### src/sdif_regs.svh
// Functional notes
// servo enable level enables the motor
// fault reset acts on rising edge only
// controller drops enable before fault reset
// only resettable alarms release operation
// gain config 1: active P, inactive PI
// gain config 2: active second gain set
// switch a selects mode in modes 3-5
// switch b selects mode in mode 6
// zero clamp follows its input level
// command inhibit blocks incoming command pulses
// overtravel inputs block guarded direction, level-sensitive
// torque source 1: input selects external limit
// forward jog runs only while active
// reverse jog runs only while active
// gear select picks ratio 1 or 2
// direction invert flips configured command direction
// origin both-edge setting forced to low-level
// homing permitted only while start active
// terminals synchronised then routed to functions
`ifndef SDIF_REGS_SVH
`define SDIF_REGS_SVH

// terminal and function code widths
`define SDIF_DI_COUNT 8
`define SDIF_FN_W 6
`define SDIF_FN_SLOTS 64

// input function codes
`define SDIF_FN_NONE 6'h00
`define SDIF_FN_SERVO_EN 6'h01
`define SDIF_FN_FAULT_RST 6'h02
`define SDIF_FN_GAIN_SW 6'h03
`define SDIF_FN_MODE_A 6'h0a
`define SDIF_FN_MODE_B 6'h0b
`define SDIF_FN_ZERO_CLAMP_IN 6'h0c
`define SDIF_FN_INHIBIT 6'h0d
`define SDIF_FN_POS_OT 6'h0e
`define SDIF_FN_REV_OT 6'h0f
`define SDIF_FN_FWD_LIM 6'h10
`define SDIF_FN_JOG_FWD 6'h12
`define SDIF_FN_JOG_REV 6'h13
`define SDIF_FN_GEAR_SEL 6'h18
`define SDIF_FN_DIR_INV 6'h1b
`define SDIF_FN_ORIGIN 6'h1f
`define SDIF_FN_HOMING 6'h20

// configuration values
`define SDIF_GAIN_CFG_PPI 2'h1
`define SDIF_GAIN_CFG_SET 2'h2
`define SDIF_TLIM_CFG_EXT 2'h1
`define SDIF_CMODE_W 3
`define SDIF_CMODE_PS 3'h3
`define SDIF_CMODE_PT 3'h4
`define SDIF_CMODE_ST 3'h5
`define SDIF_CMODE_SWB 3'h6
`define SDIF_ORG_LOW 3'h0
`define SDIF_ORG_HIGH 3'h1
`define SDIF_ORG_RISE 3'h2
`define SDIF_ORG_FALL 3'h3
`define SDIF_ORG_BOTH 3'h4

`endif

### src/sdif_pkg.sv
package sdif_pkg;
  // active control loop mode
  typedef enum logic [1:0] {
    SDIF_MODE_POS,
    SDIF_MODE_SPD,
    SDIF_MODE_TRQ
  } sdif_mode_t;
endpackage

### src/sdif_func_if.sv
`timescale 1ns/1ps
`include "sdif_regs.svh"
// routed function levels between router and core
interface sdif_func_if;
  logic [`SDIF_FN_SLOTS-1:0] func_level;
  modport router (output func_level);
  modport core (input func_level);
endinterface

### src/sdif_di_router.sv
`timescale 1ns/1ps
`include "sdif_regs.svh"
module sdif_di_router import sdif_pkg::*; (
  input wire logic clk,
  input wire logic rst_n,
  input wire logic [`SDIF_DI_COUNT-1:0] di_pin,
  input wire logic [`SDIF_DI_COUNT-1:0] di_active_high,
  input wire logic [`SDIF_DI_COUNT-1:0][`SDIF_FN_W-1:0] di_func_sel,
  sdif_func_if.router fout
);
  logic [`SDIF_DI_COUNT-1:0] sync1_reg;
  logic [`SDIF_DI_COUNT-1:0] sync2_reg;
  logic [`SDIF_DI_COUNT-1:0] term_level;
  logic [`SDIF_FN_SLOTS-1:0] func_reg;
  logic [`SDIF_FN_SLOTS-1:0] func_next;
  // marks when sync2 holds a real pin sample after reset
  logic fill1_reg;
  logic fill2_reg;

  // two-stage terminal sync
  always_ff @(posedge clk or negedge rst_n) begin
    if (!rst_n) begin
      sync1_reg <= '0;
      sync2_reg <= '0;
      fill1_reg <= 1'b0;
      fill2_reg <= 1'b0;
    end else begin
      sync1_reg <= di_pin;
      sync2_reg <= sync1_reg;
      fill1_reg <= 1'b1;
      fill2_reg <= fill1_reg;
    end
  end

  // polarity: active terminal reads as one
  assign term_level = ~(sync2_reg ^ di_active_high);

  // route terminals to functions
  always_comb begin
    func_next = '0;
    for (int i = 0; i < `SDIF_DI_COUNT; i++) begin
      if (di_func_sel[i] != `SDIF_FN_NONE) begin
        func_next[di_func_sel[i]] = func_next[di_func_sel[i]] | term_level[i];
      end
    end
  end

  // routed levels held in flops; idle until the sync holds a real
  // sample, so a low-active terminal gives no false edge after reset
  always_ff @(posedge clk or negedge rst_n) begin
    if (!rst_n) begin
      func_reg <= '0;
    end else begin
      func_reg <= fill2_reg ? func_next : '0;
    end
  end

  assign fout.func_level = func_reg;
endmodule

### src/sdif_core_top.sv
`timescale 1ns/1ps
`include "sdif_regs.svh"
module sdif_core_top import sdif_pkg::*; (
  input wire logic ref_clk,
  input wire logic reset_n,
  input wire logic [`SDIF_DI_COUNT-1:0] di_pin,
  input wire logic [`SDIF_DI_COUNT-1:0] di_active_high,
  input wire logic [`SDIF_DI_COUNT-1:0][`SDIF_FN_W-1:0] di_func_sel,
  input wire logic [1:0] gain_switch_config,
  input wire logic [1:0] torque_limit_source_config,
  input wire logic [`SDIF_CMODE_W-1:0] composite_mode_cfg,
  input wire logic [2:0] origin_edge_cfg,
  input wire logic cfg_dir_reverse,
  input wire logic alarm_raise,
  input wire logic alarm_resettable,
  input wire logic cmd_pulse_in,
  output logic motor_enable,
  output logic fault_reset_pulse,
  output logic operation_blocked,
  output logic speed_loop_p,
  output logic gain_set_second,
  output sdif_mode_t active_mode,
  output logic zero_clamp_active,
  output logic cmd_pulse_out,
  output logic fwd_motion_allowed,
  output logic rev_motion_allowed,
  output logic fwd_ext_torque_limit,
  output logic jog_fwd_run,
  output logic jog_rev_run,
  output logic gear_ratio_second,
  output logic command_dir_reverse,
  output logic [2:0] origin_edge_eff,
  output logic origin_detect,
  output logic homing_permit
);
  logic rst_s1_reg;
  logic rst_n_int;
  sdif_func_if fif ();

  // picks the first or second mode of a pair
  function automatic sdif_mode_t pair_mode(
    input logic [`SDIF_CMODE_W-1:0] cmode,
    input logic sel
  );
    sdif_mode_t m;
    m = SDIF_MODE_POS;
    case (cmode)
      `SDIF_CMODE_PS: m = sel ? SDIF_MODE_POS : SDIF_MODE_SPD;
      `SDIF_CMODE_PT: m = sel ? SDIF_MODE_TRQ : SDIF_MODE_POS;
      `SDIF_CMODE_ST: m = sel ? SDIF_MODE_TRQ : SDIF_MODE_SPD;
      `SDIF_CMODE_SWB: m = sel ? SDIF_MODE_SPD : SDIF_MODE_POS;
      3'h1: m = SDIF_MODE_SPD;
      3'h2: m = SDIF_MODE_TRQ;
      default: m = SDIF_MODE_POS;
    endcase
    return m;
  endfunction

  // rising edge of a sampled level
  function automatic logic rise(input logic cur, input logic prev);
    return cur & ~prev;
  endfunction

  // reset release through two flops
  always_ff @(posedge ref_clk or negedge reset_n) begin
    if (!reset_n) begin
      rst_s1_reg <= 1'b0;
      rst_n_int <= 1'b0;
    end else begin
      rst_s1_reg <= 1'b1;
      rst_n_int <= rst_s1_reg;
    end
  end

  sdif_di_router u_router (
    .clk(ref_clk),
    .rst_n(rst_n_int),
    .di_pin(di_pin),
    .di_active_high(di_active_high),
    .di_func_sel(di_func_sel),
    .fout(fif.router)
  );

  // routed function levels
  wire servo_en_lvl = fif.func_level[`SDIF_FN_SERVO_EN];
  wire fault_rst_lvl = fif.func_level[`SDIF_FN_FAULT_RST];
  wire gain_sw_lvl = fif.func_level[`SDIF_FN_GAIN_SW];
  wire mode_switch_a_in = fif.func_level[`SDIF_FN_MODE_A];
  wire mode_switch_b_in = fif.func_level[`SDIF_FN_MODE_B];
  wire zero_clamp_in = fif.func_level[`SDIF_FN_ZERO_CLAMP_IN];
  wire inhibit_lvl = fif.func_level[`SDIF_FN_INHIBIT];
  wire positive_overtravel_in = fif.func_level[`SDIF_FN_POS_OT];
  wire reverse_overtravel_in = fif.func_level[`SDIF_FN_REV_OT];
  wire forward_ext_limit_in = fif.func_level[`SDIF_FN_FWD_LIM];
  wire jog_forward_in = fif.func_level[`SDIF_FN_JOG_FWD];
  wire jog_reverse_in = fif.func_level[`SDIF_FN_JOG_REV];
  wire gear_sel_lvl = fif.func_level[`SDIF_FN_GEAR_SEL];
  wire direction_invert_in = fif.func_level[`SDIF_FN_DIR_INV];
  wire origin_switch_in = fif.func_level[`SDIF_FN_ORIGIN];
  wire homing_start_in = fif.func_level[`SDIF_FN_HOMING];

  // edge history and alarm state
  logic fault_rst_prev_reg;
  logic origin_prev_reg;
  logic alarm_latched_reg;
  logic alarm_hard_reg;

  always_ff @(posedge ref_clk or negedge rst_n_int) begin
    if (!rst_n_int) begin
      fault_rst_prev_reg <= 1'b0;
      origin_prev_reg <= 1'b0;
    end else begin
      fault_rst_prev_reg <= fault_rst_lvl;
      origin_prev_reg <= origin_switch_in;
    end
  end

  // edge-triggered fault reset
  wire fault_rst_edge = rise(fault_rst_lvl, fault_rst_prev_reg);
  // reset honoured only with enable dropped
  wire fault_clear_ok = fault_rst_edge & ~servo_en_lvl;
  // hard alarms survive a reset
  wire alarm_clear = fault_clear_ok & ~alarm_hard_reg;
  // new alarm wins over a clear in the same cycle
  wire alarm_latched_next = alarm_raise | (alarm_latched_reg & ~alarm_clear);
  wire alarm_hard_next = alarm_raise ? ~alarm_resettable
                                     : (alarm_hard_reg & alarm_latched_next);

  always_ff @(posedge ref_clk or negedge rst_n_int) begin
    if (!rst_n_int) begin
      alarm_latched_reg <= 1'b0;
      alarm_hard_reg <= 1'b0;
    end else begin
      alarm_latched_reg <= alarm_latched_next;
      alarm_hard_reg <= alarm_hard_next;
    end
  end

  // enable follows level unless blocked
  wire motor_enable_next = servo_en_lvl & ~alarm_latched_reg;
  // P or PI speed loop
  wire speed_loop_p_next = (gain_switch_config == `SDIF_GAIN_CFG_PPI)
                           & gain_sw_lvl;
  // second gain set select
  wire gain_set_second_next = (gain_switch_config == `SDIF_GAIN_CFG_SET)
                              & gain_sw_lvl;
  // mode switch by composite mode
  wire mode_uses_b = (composite_mode_cfg == `SDIF_CMODE_SWB);
  wire mode_sel = mode_uses_b ? mode_switch_b_in : mode_switch_a_in;
  sdif_mode_t active_mode_next;
  assign active_mode_next = pair_mode(composite_mode_cfg, mode_sel);
  // command pulses dropped while inhibited
  wire cmd_pulse_next = cmd_pulse_in & ~inhibit_lvl;
  // overtravel blocks guarded direction
  wire fwd_allow_next = ~positive_overtravel_in;
  wire rev_allow_next = ~reverse_overtravel_in;
  // external forward torque limit
  wire fwd_ext_tlim_next =
    (torque_limit_source_config == `SDIF_TLIM_CFG_EXT) & forward_ext_limit_in;
  // jog runs while held, not both
  wire jog_fwd_next = jog_forward_in & ~jog_reverse_in & fwd_allow_next;
  wire jog_rev_next = jog_reverse_in & ~jog_forward_in & rev_allow_next;
  // configured direction flipped
  wire cmd_dir_next = cfg_dir_reverse ^ direction_invert_in;
  // both-edge setting forced to low level
  wire [2:0] origin_cfg_next = (origin_edge_cfg == `SDIF_ORG_BOTH)
                               ? `SDIF_ORG_LOW : origin_edge_cfg;
  logic origin_detect_next;
  always_comb begin
    unique case (origin_cfg_next)
      `SDIF_ORG_HIGH: origin_detect_next = origin_switch_in;
      `SDIF_ORG_RISE:
        origin_detect_next = rise(origin_switch_in, origin_prev_reg);
      `SDIF_ORG_FALL:
        origin_detect_next = rise(origin_prev_reg, origin_switch_in);
      default: origin_detect_next = ~origin_switch_in;
    endcase
  end

  // level-type outputs
  always_ff @(posedge ref_clk or negedge rst_n_int) begin
    if (!rst_n_int) begin
      motor_enable <= 1'b0;
      speed_loop_p <= 1'b0;
      gain_set_second <= 1'b0;
      active_mode <= SDIF_MODE_POS;
      zero_clamp_active <= 1'b0;
      fwd_motion_allowed <= 1'b0;
      rev_motion_allowed <= 1'b0;
      fwd_ext_torque_limit <= 1'b0;
    end else begin
      motor_enable <= motor_enable_next;
      speed_loop_p <= speed_loop_p_next;
      gain_set_second <= gain_set_second_next;
      active_mode <= active_mode_next;
      // zero clamp follows input
      zero_clamp_active <= zero_clamp_in;
      fwd_motion_allowed <= fwd_allow_next;
      rev_motion_allowed <= rev_allow_next;
      fwd_ext_torque_limit <= fwd_ext_tlim_next;
    end
  end

  // fault reset, alarm, command, jog, gear, direction, origin and homing outputs
  always_ff @(posedge ref_clk or negedge rst_n_int) begin
    if (!rst_n_int) begin
      fault_reset_pulse <= 1'b0;
      operation_blocked <= 1'b0;
      cmd_pulse_out <= 1'b0;
      jog_fwd_run <= 1'b0;
      jog_rev_run <= 1'b0;
      gear_ratio_second <= 1'b0;
      command_dir_reverse <= 1'b0;
      origin_edge_eff <= `SDIF_ORG_LOW;
      origin_detect <= 1'b0;
      homing_permit <= 1'b0;
    end else begin
      fault_reset_pulse <= fault_clear_ok;
      operation_blocked <= alarm_latched_next;
      cmd_pulse_out <= cmd_pulse_next;
      jog_fwd_run <= jog_fwd_next;
      jog_rev_run <= jog_rev_next;
      // gear ratio select
      gear_ratio_second <= gear_sel_lvl;
      command_dir_reverse <= cmd_dir_next;
      origin_edge_eff <= origin_cfg_next;
      origin_detect <= origin_detect_next;
      // homing only while start held
      homing_permit <= homing_start_in;
    end
  end
endmodule

### config.mk
export PLATFORM = sky130hd
export DESIGN_NAME = sdif_core_top
export DESIGN_NICKNAME = d
export VERILOG_FILES = /design/src/sdif_pkg.sv /design/src/sdif_func_if.sv /design/src/sdif_di_router.sv /design/src/sdif_core_top.sv
export VERILOG_INCLUDE_DIRS = /design/src /design/src/src
export SDC_FILE = /design/constraint.sdc
export NUM_CORES = 1
export LEC_CHECK = 0
export ABC_AREA = 1
export BUFFER_PORTS_ARGS = -buffer_cell sky130_fd_sc_hd__clkbuf_2
export CAP_MARGIN = 15
export CORE_ASPECT_RATIO = 0.5
export CORE_UTILIZATION = 30
export CTS_CLUSTER_SIZE = 28
export DETAILED_ROUTE_END_ITERATION = 6
export PLACE_DENSITY_LB_ADDON = 0.25
export SLEW_MARGIN = 10
export SYNTH_ARGS = -nofsm -noshare
export SYNTH_HDL_FRONTEND = slang
export SYNTH_SLANG_ARGS = --single-unit
### constraint.sdc
create_clock -name ref_clk -period 2.66 [get_ports ref_clk]
set_input_delay 0.133 -clock ref_clk [delete_from_list [all_inputs] [get_ports ref_clk]]
set_output_delay 0.133 -clock ref_clk [all_outputs]
set_load 0.03 [all_outputs]
==> key figures <==
Detailed routing
  – Avg WL per Cell: 14.6 um
  – Drt pass-1 iters: 5
  – Antenna viol nets, final: 0
  – DRT Wirelength: 66200 um
  – Residual DRC: 0
  – Initial DRC count: 2159
  – Vias per std cell: 4.92
  – Via Count: 22330

Pwr
  – NetSw: 2.34 mW
  – Switch share: 43.3%
  – Clock power share: 22.6%
  – LEAKAGE: 10.4 nW
  – Combinational power share: 59.2%
  – Cell-internal power: 3.06 mW
  – PD cells: 240 mW/mm^2
  – VDD IR max: 0.336 mV
  – Seq pwr share: 18.2%

Logic synthesis
  – Share of the synthesized area in the top cell type: 30.0%
  – Count leader, synth: nand2_1
  – Synthesized flop and latch total: 60
  – Top cells by area, synth: nand2_1 30%, nor2_1 15%, nand3_1 14%
  – Area leader, netlist: nand2_1
  – EDFF count, synth: 0
  – Synth Instances: 3177
  – Synth cell types: 33
  – Ys Warns: 0
  – Ys flop type: dfrtp_1
  – Synth cell count leaders: 1169 x nand2_1, 588 x nor2_1, 407 x nand3_1
  – Avg Synthesized Cell Area: 4.61 sq um
  – Syn Std Cell Area: 0.0146 sq mm
  – Sequential-to-total area share from yosys stat: 10.3%
  – FFs w/ async S/R, synth: 100%

Global routing
  – GR Overflow Total: 0
  – Total global-route track usage: 25.4%
  – Vias in the first global route: 19503
  – Initial antenna violation count: 0
  – Largest net degree at the start of global routing: 64
  – Global-route wire length before repair: 104000 um

Place
  – HPWL reported at the end of detailed placement: 51600 um
  – Post-DP Area: 0.0212 sq mm
  – Worst slack, placed: -6.07 ns
  – Gpl congestion: 0.938
  – Port bufs: 100

Finish
  – Post-layout nets: 3979
  – Multi-input gate area: 0.0118 sq mm
  – # fillers: 5167
  – Area growth syn-to-layout: 53.8%
  – Antenna cells: 0
  – Final core occ: 47.4%
  – Largest register FFs: 16
  – FF+latch area: 0.00150 sq mm
  – Share of layout cells above drive strength 1: 24.8%
  – Final Cell Area: 0.0225 sq mm

Timing
  – Rel. slew slack: 33.3%
  – Tmin final: 8.53 ns
  – Slew Viols, Final: 0
  – Final Cycle Share: 321%
  – Final Skew: 0.0133 ns
  – Setup WS post-layout: -5.87 ns
  – Worst Tran Pin Value: 1.00 ns
  – Final setup fails: 16
  – Final hold violation count: 0
  – RSZ-0062 raised after global routing: yes
  – F_max: 0.117 GHz

Setup path
  – Crit Path Category: reg2reg
  – Max stage delay cell, worst path: dfrtp_1
  – CP max stage delay: 0.41 ns
  – Critical Path RT: 2.93 ns
  – Crit path max fanout: 21
  – Startpoint types: flop
  – CP endpoint kind: flop
  – CP Data Arrival Time: 8.80 ns
  – Cell mode on critical path: nand2_1

Hold path
  – Hold Path Class: in2reg

Floorplan
  – Die area: 0.0498 sq mm
  – Core area: 0.0475 sq mm
  – Die width: 314 um
  – Num rows: 56
  – IO Pins: 101
  – Initial Utilization: 30.8%
  – Die Y: 158 um

Clock tree
  – # H-tree levels: 3
  – Root Driver: clkbuf_16
  – Clock Sinks: 60
  – CTS Buf Count: 9
  – CTS tree: built
  – Maximum clock path buffer count: 2
  – Clock slew at reported path FFs: 0.07 ns
  – Worst skew pair latency: 0.34 ns

Outcome
  – Status: complete, but fails checks
  – Failing checks: setup timing

Job
  – Max cap viols: 0
==> power groups by stage <==
stage          Combinational, mW  Clock (mW)  Sequential (mW)
3_5_place_dp                2.71           0             1.00
6_report                    3.20        1.22            0.985
2_1_floorplan               1.51           0             1.02
5_1_grt                     3.46        1.32            0.992
4_1_cts                     2.79        1.28            0.987
3_3_place_gp                2.69           0             1.00
==> critical path: cells and delay by family, from the launching register on <==
kind	cells	cell delay, ns
and+or+nand+nor	72	6.45
buffers and inverters	9	1.43
DFF	1	0.41
AOI/OAI and AO/OA	1	0.12
==> cell usage in the layout, fill, tap and decap left out, drive strengths merged, types with 2 or more instances in the layout <==
| master | synthesis | layout |
|---|---|---|
| a21oi | 40 | 40 |
| buf | 42 | 737 |
| clkbuf | 128 | 129 |
| clkinv | 4 | 8 |
| conb | 1 | 2 |
| dfrtp | 60 | 60 |
| dlygate4sd3 | 0 | 20 |
| inv | 244 | 246 |
| nand2 | 1177 | 1180 |
| nand3 | 408 | 408 |
| nand4 | 3 | 3 |
| nor2 | 600 | 600 |
| nor3 | 76 | 76 |
| o211ai | 3 | 3 |
| o21ai | 349 | 349 |
| o21bai | 4 | 4 |
| o22ai | 11 | 11 |
| or2 | 14 | 14 |
| xor2 | 8 | 8 |
==> cells by family after synthesis <==
kind of cell,after synthesis,share of synthesized area [%]
AOI/OAI and AO/OA,411,14.3
and+or+nand+nor,2279,63.4
other,1,0.0256
DFF,60,10.3
buffers and inverters,418,11.5
xor gates and xnor gates,8,0.478
==> repair_timing <==
action,in CTS,in global routing
endpoints found under the setup margin,16,16
pin swaps,2,6
hold buffers,20,0
gates cloned,2,26
resized for setup,26,50
setup buffers,0,2
hold endpoints to repair,18,0
==> area by class of cell <==
cell class                 instances  share of cell area, %
clock inverter                     7                  0.333
multi-input combinational       2703                   52.3
sequential                        60                   6.67
clock buffer                       9                   1.00
tap                              638                   3.54
timing repair buffer             877                   32.0
inverter                         248                   4.14
==> path summary, 6_finish.rpt <==
path,from,depth (start not counted),slack (ns),end
min,alarm_raise,3,0.03,operation_blocked
max,u_router.sync2_reg[0],82,-5.87,u_router.fout.func_level[15]
min reg2reg,u_router.fout.func_level[32],0,0.35,homing_permit
max in group asynchronous,rst_n_int,1,1.45,u_router.fill2_reg
max reg2reg,u_router.sync2_reg[0],82,-5.87,u_router.fout.func_level[15]
min in group asynchronous,reset_n,2,0.11,rst_s1_reg
==> metal layers <==
layer / global-route usage [%] / up-vias / share of wire [%]
li1: - / 11532 / -
met3: 2.08 / 115 / 6.0
met5: 0 / - / 0
met4: 5.57 / 0 / 2.2
met1: 35.4 / 9757 / 46
met2: 42.3 / 926 / 45
==> per-stage QoR <==
stage	TNS (ns)	power, mW	cells	hold slack (ns)
2_1_floorplan	-65.98	2.54	3178	-0.163
3_3_place_gp	-96.27	3.69	4476	-0.0804
3_5_place_dp	-96.64	3.71	4476	-0.0780
4_1_cts	-86.71	5.06	4514	0.00549
5_1_grt	-105.60	5.77	4542	0.0466
6_report	-93.42	5.40	4542	0.0322
Note: power is estimated with default switching activity, not from simulation.
